==> src/pkg/tphb_pkg.sv <==
// Constants and carrier types for the three-phase half-bridge control.
// Assumes a single 25 MHz system clock; oscillator is an enable pulse.
package tphb_pkg;
	// System clock and internal oscillator rates
	localparam int CLK_FREQ_KHZ = 25000;
	localparam int OSC_FREQ_KHZ = 9000;
	// Nearest whole divider, 8.33 MHz, inside the +-30 % band
	localparam int OSC_DIV      = (CLK_FREQ_KHZ + OSC_FREQ_KHZ / 2) / OSC_FREQ_KHZ;
	localparam int OSC_DIV_W    = $clog2(OSC_DIV);

	// Turn-on delay after a rising control input, in oscillator ticks
	localparam int DEAD_TICKS   = 3;
	localparam int DEAD_W       = 2;

	// Over-current qualification time, least time rounds up
	localparam int OC_QUAL_NS    = 1000;
	localparam int OC_QUAL_TICKS = (OC_QUAL_NS * (OSC_FREQ_KHZ / 1000) + 999) / 1000;

	// Restart term = 0.313 x 31.5 x C x 1e6 seconds, C in farads
	localparam int RESTART_K_MILLI = 313;
	localparam int RESTART_K_TENTH = 315;
	localparam int RESTART_CAP_NF  = 1000;
	localparam int RESTART_US      = RESTART_K_MILLI * RESTART_K_TENTH * RESTART_CAP_NF / 10;
	localparam int RESTART_CYCLES  = RESTART_US * (CLK_FREQ_KHZ / 1000);

	// Structure sizes
	localparam int NUM_PHASES = 3;
	localparam int NUM_SWITCH = 6;
	localparam int SYNC_W     = 15;

	// One phase: high-side and low-side pair, for commands and drives
	typedef struct packed {
		logic hi;
		logic lo;
	} tphb_pair_t;

	// Over-current supervisor states
	typedef enum logic {
		PROT_RUN,
		PROT_OC_HOLD
	} tphb_prot_t;
endpackage : tphb_pkg

==> src/core/tphb_core.sv <==
// Control logic of a three-channel half-bridge driver.
// Assumes analog comparators deliver over-current, over-temperature
// and supply-low levels asynchronously; gate drivers follow phaseDrive.
`timescale 1ns/1ps
`default_nettype none

// Notes on behaviour
// - Each phase has its own high and low control input, independent.
// - Normal mode: 1/0 drives high, 0/1 drives low, 0/0 and 1/1 float.
// - Any protection state floats all three phases, inputs ignored.
// - Inputs sampled and outputs updated only on oscillator ticks; the code updates the flags and clears over-current counts on any system clock.
// - A rising control input takes effect after three oscillator ticks.
// - Oscillator tick rate nominally 9 MHz, within plus or minus 30 %.
// - Over-temperature floats outputs until its indication clears.
// - Motor supply low floats outputs; resumes once supply recovers.
// - Regulated supply low floats outputs; resumes once it recovers.
// - Over-current held qualification time on any switch floats all.
// - After over-current trip, outputs stay off for the restart term.
// - Separate open-drain flags for over-current and over-temperature.
module tphb_core #(
	parameter int RESTART_CYC = tphb_pkg::RESTART_CYCLES,
	parameter int QUAL_TICKS  = tphb_pkg::OC_QUAL_TICKS
) (
	// Clock and reset
	input  wire logic                     clk_sys,
	input  wire logic                     rst,
	// Phase control pins from the motor controller
	input  wire logic                     phase_a_high_ctrl,
	input  wire logic                     phase_a_low_ctrl,
	input  wire logic                     phase_b_high_ctrl,
	input  wire logic                     phase_b_low_ctrl,
	input  wire logic                     phase_c_high_ctrl,
	input  wire logic                     phase_c_low_ctrl,
	// Protection comparator levels
	input  wire logic [5:0]               current_sense_pin,
	input  wire logic                     overtemp_protect,
	input  wire logic                     motorSupplyLow,
	input  wire logic                     regulatedReferenceLow,
	// Gate drive per phase, both low means high impedance
	output var  tphb_pkg::tphb_pair_t [2:0] phaseDrive,
	// Open-drain detection flags
	output logic                          overcurrent_flag_out,
	output logic                          overcurrentFlagOe,
	output logic                          overtemp_flag_out,
	output logic                          overtempFlagOe
);
	import tphb_pkg::*;

	localparam int RST_W  = $clog2(RESTART_CYC + 1);
	localparam int QUAL_W = $clog2(QUAL_TICKS + 1);

	// Two-stage synchronisers for every pin level
	logic [SYNC_W-1:0] syncA_reg;
	logic [SYNC_W-1:0] syncB_reg;

	always_ff @(posedge clk_sys) begin
		if (rst) begin
			syncA_reg <= '0;
			syncB_reg <= '0;
		end else begin
			syncA_reg <= {regulatedReferenceLow, motorSupplyLow, overtemp_protect,
				current_sense_pin,
				phase_c_high_ctrl, phase_c_low_ctrl,
				phase_b_high_ctrl, phase_b_low_ctrl,
				phase_a_high_ctrl, phase_a_low_ctrl};
			syncB_reg <= syncA_reg;
		end
	end

	// Each phase commanded on its own pair of inputs
	tphb_pair_t [2:0] cmd;
	assign cmd = syncB_reg[5:0];
	logic [5:0] ocSense;
	assign ocSense = syncB_reg[11:6];
	logic otHot;
	logic vmLow;
	logic vregLow;
	assign otHot   = syncB_reg[12];
	assign vmLow   = syncB_reg[13];
	assign vregLow = syncB_reg[14];

	// Oscillator tick divider; nearest integer ratio keeps jitter nil
	logic [OSC_DIV_W-1:0] oscCnt_reg;
	logic [OSC_DIV_W-1:0] oscCnt_next;
	logic                 tick_reg;
	logic                 tick_next;

	always_comb begin
		tick_next = (oscCnt_reg == OSC_DIV_W'(OSC_DIV - 1));
		oscCnt_next = tick_next ? '0 : oscCnt_reg + OSC_DIV_W'(1);
	end

	always_ff @(posedge clk_sys) begin
		if (rst) begin
			oscCnt_reg <= '0;
			tick_reg   <= 1'b0;
		end else begin
			oscCnt_reg <= oscCnt_next;
			tick_reg   <= tick_next;
		end
	end

	// Per-switch over-current qualification counters in ticks
	logic [5:0] ocQual;

	genvar gs;
	generate
		for (gs = 0; gs < NUM_SWITCH; gs++) begin : g_oc
			logic [QUAL_W-1:0] cnt_reg;
			logic [QUAL_W-1:0] cnt_next;
			always_comb begin
				cnt_next = cnt_reg;
				if (!ocSense[gs])
					cnt_next = '0;
				else if (tick_reg && cnt_reg != QUAL_W'(QUAL_TICKS))
					cnt_next = cnt_reg + QUAL_W'(1);
			end
			always_ff @(posedge clk_sys) begin
				if (rst)
					cnt_reg <= '0;
				else
					cnt_reg <= cnt_next;
			end
			assign ocQual[gs] = (cnt_reg == QUAL_W'(QUAL_TICKS));
		end
	endgenerate

	// Over-current supervisor with restart hold timer
	tphb_prot_t       prot_reg;
	tphb_prot_t       prot_next;
	logic [RST_W-1:0] hold_reg;
	logic [RST_W-1:0] hold_next;

	always_comb begin
		prot_next = prot_reg;
		hold_next = hold_reg;
		unique case (prot_reg)
			PROT_RUN: begin
				if (|ocQual) begin
					prot_next = PROT_OC_HOLD;
					hold_next = RST_W'(RESTART_CYC - 1);
				end
			end
			PROT_OC_HOLD: begin
				// Restart term counted in system cycles
				if (hold_reg == '0)
					prot_next = PROT_RUN;
				else
					hold_next = hold_reg - RST_W'(1);
			end
		endcase
	end

	always_ff @(posedge clk_sys) begin
		if (rst) begin
			prot_reg <= PROT_RUN;
			hold_reg <= '0;
		end else begin
			prot_reg <= prot_next;
			hold_reg <= hold_next;
		end
	end

	// Any protection state; supply faults also stop the control logic
	logic ocActive;
	logic uvActive;
	logic protActive;
	assign ocActive   = (prot_reg == PROT_OC_HOLD);
	assign uvActive   = vmLow | vregLow;
	assign protActive = ocActive | otHot | uvActive;

	// Dead-time state per phase: applied command and wait counter
	tphb_pair_t [2:0]  appl_reg;
	tphb_pair_t [2:0]  appl_next;
	logic [DEAD_W-1:0] dead_reg [NUM_PHASES];
	logic [DEAD_W-1:0] dead_next [NUM_PHASES];
	tphb_pair_t [2:0]  drive_next;

	// Half-bridge decode: only 1/0 and 0/1 switch a transistor on
	function automatic tphb_pair_t decodePair(input tphb_pair_t c);
		tphb_pair_t d;
		d.hi = c.hi & ~c.lo;
		d.lo = c.lo & ~c.hi;
		return d;
	endfunction : decodePair

	always_comb begin
		tphb_pair_t rises;
		rises = '0;
		for (int p = 0; p < NUM_PHASES; p++) begin
			appl_next[p]  = appl_reg[p];
			dead_next[p]  = dead_reg[p];
			drive_next[p] = phaseDrive[p];
			rises = cmd[p] & ~appl_reg[p];
			if (uvActive) begin
				// Control logic off: forget any pending command
				appl_next[p] = '0;
				dead_next[p] = '0;
			end else if (tick_reg) begin
				if (rises == '0) begin
					appl_next[p] = cmd[p];
					dead_next[p] = '0;
				end else if (dead_reg[p] == DEAD_W'(DEAD_TICKS - 1)) begin
					appl_next[p] = cmd[p];
					dead_next[p] = '0;
				end else begin
					// Falls act now, rises wait out the dead time
					appl_next[p] = appl_reg[p] & cmd[p];
					dead_next[p] = dead_reg[p] + DEAD_W'(1);
				end
			end
			if (tick_reg) begin
				if (protActive)
					drive_next[p] = '0;
				else
					drive_next[p] = decodePair(appl_reg[p]);
			end
		end
	end

	always_ff @(posedge clk_sys) begin
		if (rst) begin
			appl_reg   <= '0;
			phaseDrive <= '0;
			for (int p = 0; p < NUM_PHASES; p++)
				dead_reg[p] <= '0;
		end else begin
			appl_reg   <= appl_next;
			phaseDrive <= drive_next;
			for (int p = 0; p < NUM_PHASES; p++)
				dead_reg[p] <= dead_next[p];
		end
	end

	// Flags pull low while active; pin level is always zero
	logic ocFlagOe_next;
	logic otFlagOe_next;

	always_comb begin
		ocFlagOe_next = ocActive;
		otFlagOe_next = otHot;
	end

	always_ff @(posedge clk_sys) begin
		if (rst) begin
			overcurrentFlagOe    <= 1'b0;
			overtempFlagOe       <= 1'b0;
			overcurrent_flag_out <= 1'b0;
			overtemp_flag_out    <= 1'b0;
		end else begin
			overcurrentFlagOe    <= ocFlagOe_next;
			overtempFlagOe       <= otFlagOe_next;
			overcurrent_flag_out <= 1'b0;
			overtemp_flag_out    <= 1'b0;
		end
	end
endmodule : tphb_core

`default_nettype wire

==> config.mk <==
export PLATFORM = sky130hd
export DESIGN_NAME = tphb_core
export DESIGN_NICKNAME = d
export VERILOG_FILES = /design/src/pkg/tphb_pkg.sv /design/src/core/tphb_core.sv
export SDC_FILE = /design/constraint.sdc
export NUM_CORES = 1
export LEC_CHECK = 0
export ABC_AREA = 1
export ABC_CLOCK_PERIOD_IN_PS = 1500
export BUFFER_PORTS_ARGS = -buffer_cell sky130_fd_sc_hd__buf_4
export CAP_MARGIN = 20
export CORE_ASPECT_RATIO = 0.5
export CORE_MARGIN = 2
export CORE_UTILIZATION = 41
export DETAILED_ROUTE_END_ITERATION = 16
export PLACE_DENSITY = 0.6
export SKIP_CTS_REPAIR_TIMING = 1
export SYNTH_ARGS = -nofsm -noshare
export SYNTH_HDL_FRONTEND = slang
export SYNTH_SLANG_ARGS = --single-unit
==> constraint.sdc <==
create_clock -name clk_sys -period 1.5 [get_ports clk_sys]
set_input_delay 0.375 -clock clk_sys [delete_from_list [all_inputs] [get_ports clk_sys]]
set_output_delay 0.375 -clock clk_sys [all_outputs]
set_load 0.05 [all_outputs]
**After elaboration in Yosys (flattened, before gate mapping)**

Memories as Yosys holds them, arrays and structs flattened.
Index checks and enable logic that the tools add are counted.

- Add/sub/neg operators: 11
- Equality and inequality tests: 18
- Muxes and demuxes: 33
- Bitwise logic cells: 34
- Reduce and logical (&&, ||, !) cells: 20

Operator list:

| kind | count |
|---|---|
| 2-to-1 mux 28 bit | 2 |
| one-hot mux 28 bit (2 select lines) | 1 |
| 2-to-1 mux 2 bit | 24 |
| zero test 28 bit | 1 |
| subtractor 28 x 1 -> 28 bit (second input constant) | 1 |
| adder 4 x 1 -> 4 bit (second input constant) | 6 |
| == test 4 bit (second input constant) | 6 |
| inequality test 4 bit (second input constant) | 6 |
| OR reduction 2 bit | 8 |
| inverter 1 bit | 13 |
| bitwise AND 2 bit | 6 |
| adder 2 x 1 -> 2 bit (second input constant) | 4 |
| == test 2 bit (second input constant) | 4 |
| bitwise AND 1 bit | 6 |
| logical AND 1 bit | 6 |
| zero test 2 bit | 3 |
| inverter 2 bit | 3 |
| OR 1 bit | 6 |
| OR reduction 6 bit | 1 |
| 2-to-1 mux 1 bit | 5 |
| inequality test 2 bit (second input constant) | 2 |
| one-hot mux 1 bit (2 select lines) | 1 |
| AND reduction 2 bit | 1 |

- Register bits: 100
- Bits in writable memories: 6
- Word-level logic and storage cells: 143
- Memories: 1

Memory list:

| name | depth | bits a word | read ports | clocked after Yosys merged registers in | write ports | line | source |
|---|---|---|---|---|---|---|---|
| dead_reg | 3 | 2 | 3 | 0 | 3 | tphb_core.sv:175 | `logic [DEAD_W-1:0] dead_reg [NUM_PHASES];` |

**Depth between registers and ports, before layout**

- Depth after elaboration: 7
- Gate-level depth with buffers: 12
- Gate-level depth less buffers: 12

**Worst setup path before layout**

OpenSTA, ideal clock, no wires.

- Kind: flip-flop to flip-flop
- Start: register g_oc[1].cnt_reg[1]
- End: register hold_reg[26]
- Arrival: 1526 ps
- Path slack: -156 ps
- Cell stages (with the launch flop): 12
- Buffers on the path: 1
- Cells stage by stage: dfxtp_1 > inv_1 > ha_1 > nand3b_1 > nand2_1 > nor2_1 > nand3_2 > nand2_4 > inv_2 > buf_6 > nand2_1 > a21oi_2

- Word-level cells in the longest chain between the ends: 4

Ends and longest elaborated chain:

| item | line | source |
|---|---|---|
| from (decl) | tphb_core.sv:109 | `logic [QUAL_W-1:0] cnt_reg;` |
| from (signal assigned) | tphb_core.sv:122 | `cnt_reg <= cnt_next;` |
| == test 4 bit | tphb_core.sv:124 | `assign ocQual[gs] = (cnt_reg == QUAL_W'(QUAL_TICKS));` |
| OR reduction 6 bit | tphb_core.sv:139 | `if (\|ocQual) begin` |
| inequality test 2 bit (no source line) | -- |  |
| AND reduction 2 bit (no source line) | -- |  |
| to (signal assigned) | tphb_core.sv:160 | `hold_reg <= hold_next;` |
| to (decl) | tphb_core.sv:131 | `logic [RST_W-1:0] hold_reg;` |

No other way between the ends.
A chain may end at the register's enable or synchronous reset.

**Final worst setup path**

- Start: register hold_reg[1]
- End: register hold_reg[19]

- Word-level cells in the longest chain between the ends: 3
- Elaborated cells on any way between the ends: 6

Ends and longest elaborated chain:

| item | line |
|---|---|
| subtractor 28 x 1 -> 28 bit or zero test 28 bit (tied branches) | tphb_core.sv:149, tphb_core.sv:146 |
| 2-to-1 mux 28 bit or inequality test 2 bit (tied branches) | -- |
| one-hot mux 28 bit (2 select lines) or AND reduction 2 bit (tied branches) | -- |

Parallel ways exist; a longest one is shown, timed or not. The select of a mux whose other input is x is not followed.

==> results list <==
* Result of the run: finished with violations
* Violations in the final reports: negative setup slack
- Clock sink count: 106
* Pin count of the biggest net entering global routing: 57
* Netlist area before placement: 4860 sq um
- The design draws 5.68 mW.
* Detailed-route via count: 4664
* Transition time at the pin with the least slew margin: 0.619 ns
- Fmax: 0.581 GHz
- DRC: 0
* Mean instance size in the synthesized netlist: 6.99 sq um
- Total number of H-tree levels: 3
* Share of the synthesized area in the top cell type: 0.437
- The tightest hold path in the finished design has a slack of 0.220 ns.
- The floorplan step defined a core boundary enclosing 11700 sq um.
- Routability congestion estimate: 0.853
- In this run the static leakage power is 3.02 nW.
- On the critical path the largest part of the delay comes from simple AND/OR/NAND/NOR gates.
- Initial Utilization: 0.416
- ANT cells: 0
- Half-perimeter wire length after placement: 8280 um
- The initial antenna violation count was 0.
- Maximum fanout encountered on the critical timing path: 7
* Area after detailed placement: 5880 sq um
- Measured along the y axis, the die boundary spans 81.0 um.
* Cell types with the highest counts after synthesis: sky130_fd_sc_hd__nor2_1, sky130_fd_sc_hd__nand2_1, sky130_fd_sc_hd__dfxtp_1, sky130_fd_sc_hd__inv_1, sky130_fd_sc_hd__nand3_1
* Detail-routed net length per standard cell: 12.4 um
- The first detailed-routing pass took 5 iterations.
- Synthesis warning total: 0
- Data arrives at the worst endpoint at 1.94 ns.
- STA classifies the critical path startpoint as a flop.
- The net count of the finished layout is 842.
- Counting both buffers and inverters, the worst setup path holds a total of 2.
* Antenna viol nets, final: 0
- The critical path goes through inv_2, ha_4, nand2_2, nor2_2, nand2_1, nor2_4, nand3_4, nand2_8, buf_6, nor2_1, nor2_1, nor2_1.
- Most numerous cell on the critical path: sky130_fd_sc_hd__nor2_1
* Relative area change from synthesis to final layout: 35.2%
- Once layout is complete, the utilization of the core stands at 0.563.
* Final setup violating endpoints: 28
* Total Routing Usage GR: 0.194
* Syn Inst Count: 695
- The first global-routing pass estimated 19700 um of wire.
- Async set-reset flop share out of synthesis: 0
- Summed over all layers, the routed wires come to 12100 um.
* Final count of hold timing violations: 0
- VDD sags by at most 511 uV.
- TritonCTS built the clock tree.
- Once layout is done, the placed cells without fillers occupy 6570 sq um.
- The total overflow left after global routing is 0.
- Sequential cell area fraction in the yosys report: 0.437
* CTS buffer count: 9
- Relative slew slack: 0.587
- Yosys attributes the largest share of cell area to sky130_fd_sc_hd__dfxtp_1, sky130_fd_sc_hd__nor2_1, sky130_fd_sc_hd__nand2_1, sky130_fd_sc_hd__inv_1, sky130_fd_sc_hd__nand3_1.
- The number of pins exceeding their max-slew limit in the final report was 0.
* Minimum clock period: 1.72 ns
* Final setup margin: -0.222 ns
* Dominant cell by count in the synthesized netlist: sky130_fd_sc_hd__nor2_1
- Clk pin slew, worst setup/hold paths: 0.08 ns
* Max clock buf depth: 2
- Total Die Area: 12800 sq um
- Across the run, the number of max-cap violations was 0.
* Slowest-stage cell, CP: sky130_fd_sc_hd__dfxtp_2
- Library cell occupying the most area in the post-synthesis netlist: sky130_fd_sc_hd__dfxtp_1
- Total of flip-flops plus latches after synthesis: 106
* CP required: 1.72 ns
- Number of global-route vias before repair: 4217
- In the routed layout, each cell is associated on average with a via count of 4.76.
- In this design, the stage delay of the slowest critical-path cell is 0.33 ns.
* Kind of capture point of the worst setup path: flop
* Period utilization: 1.15
* CP Class: flop to flop
- The clock arrives with 0.00881 ns of skew.
- Number of input and output port buffers inserted: 24
* Starting DRC count in detailed routing: 296
- Commonest register cell after synthesis: sky130_fd_sc_hd__dfxtp_1
- In this run the count of I/O pins placed on the die edge is 27.
- In the final layout, the share of cells above drive strength 1 is 0.269.
* Clock root buffer: sky130_fd_sc_hd__clkbuf_16
- DIE WIDTH: 158 um
- Std-Cell Rows: 28
* Clock latency on the worst-skew pair: 0.35 ns
- Setup repair after global routing could not meet its margin everywhere.
* Yosys cell types: 35
* Type of the worst min-delay path: input pin to flop
- The synthesized design contains 0 enable-type register cells.
* Total power per unit cell area: 865 nW/um^2
- The register with the most flip-flops in the layout has 28 of them.
[area by class of cell]
class | instances | area [sq um]
fillers | 1035 | 5100
multi-input cells | 462 | 2520
flip-flops and latches | 106 | 2130
repair buffers | 121 | 968
inverters | 110 | 420
clock buffers | 9 | 225
well taps | 165 | 206
clock inverters | 7 | 93.8
[per-layer routing]
metal	GRT usage	share of wire	wire (um)
met5	0	0	0
met4	0.0509	0.018	217
met3	0.0480	0.049	594
met2	0.321	0.46	5590
met1	0.256	0.47	5710
[placed cells by master, fill, tap and decap left out, types with 4 or more instances in the layout]
master                      instances
sky130_fd_sc_hd__nand2_1          116
sky130_fd_sc_hd__buf_4            112
sky130_fd_sc_hd__nor2_1           110
sky130_fd_sc_hd__inv_1            101
sky130_fd_sc_hd__dfxtp_1           96
sky130_fd_sc_hd__nand3_1           52
sky130_fd_sc_hd__a21oi_1           40
sky130_fd_sc_hd__o21ai_0           18
sky130_fd_sc_hd__nor2_2            18
sky130_fd_sc_hd__nand4_1           15
sky130_fd_sc_hd__nand2_2           13
sky130_fd_sc_hd__ha_1              10
sky130_fd_sc_hd__dfxtp_2           10
sky130_fd_sc_hd__clkbuf_16          9
sky130_fd_sc_hd__nor2_4             8
sky130_fd_sc_hd__a21oi_2            7
sky130_fd_sc_hd__inv_2              6
sky130_fd_sc_hd__a211oi_1           6
sky130_fd_sc_hd__buf_6              6
sky130_fd_sc_hd__xor2_1             5
sky130_fd_sc_hd__nand3_4            5
sky130_fd_sc_hd__a221oi_1           4
[stage by stage]
step	TNS, ns	std cells	setup slack (ns)
2_1_floorplan	0	696	0.00107
6_report	-3.41	980	-0.222
3_3_place_gp	-3.50	957	-0.247
4_1_cts	-4.62	973	-0.302
5_1_grt	-5.67	980	-0.264
3_5_place_dp	-4.17	957	-0.276
[cells by family (layout without fill, tap and decap cells)]
family          count (synthesis)  after routing  share of synthesized area
compound gates                 87             87                     0.0992
xor+xnor                        6              6                     0.0108
fa+ha+maj                      15             15                     0.0386
buf+inv                       128            247                      0.107
flops                         106            106                      0.437
other cells                     1              2                   0.000772
simple gates                  352            352                      0.307
[worst reg2reg max path: cells and delay by family, from the launching register on]
family / cells / cell delay, ns
flops: 1 / 0.33
simple gates: 9 / 0.91
buf+inv: 2 / 0.22
fa+ha+maj: 1 / 0.13
[final timing paths]
check | from | end | slack (ns) | depth (start not counted)
max | hold_reg[1] | hold_reg[19] | -0.22 | 12
min | current_sense_pin[4] | syncA_reg[10] | 0.22 | 3
max reg2reg | hold_reg[1] | hold_reg[19] | -0.22 | 12
min reg2reg | syncA_reg[5] | syncB_reg[5] | 0.40 | 2
[report_power, final]
part	leakage, nW	internal (mW)	switching, mW
logic	2.00	0.104	0.183
clock network	0.153	1.34	1.16
registers	0.866	2.87	0.0190
Note: power is estimated with default switching activity, not from simulation.
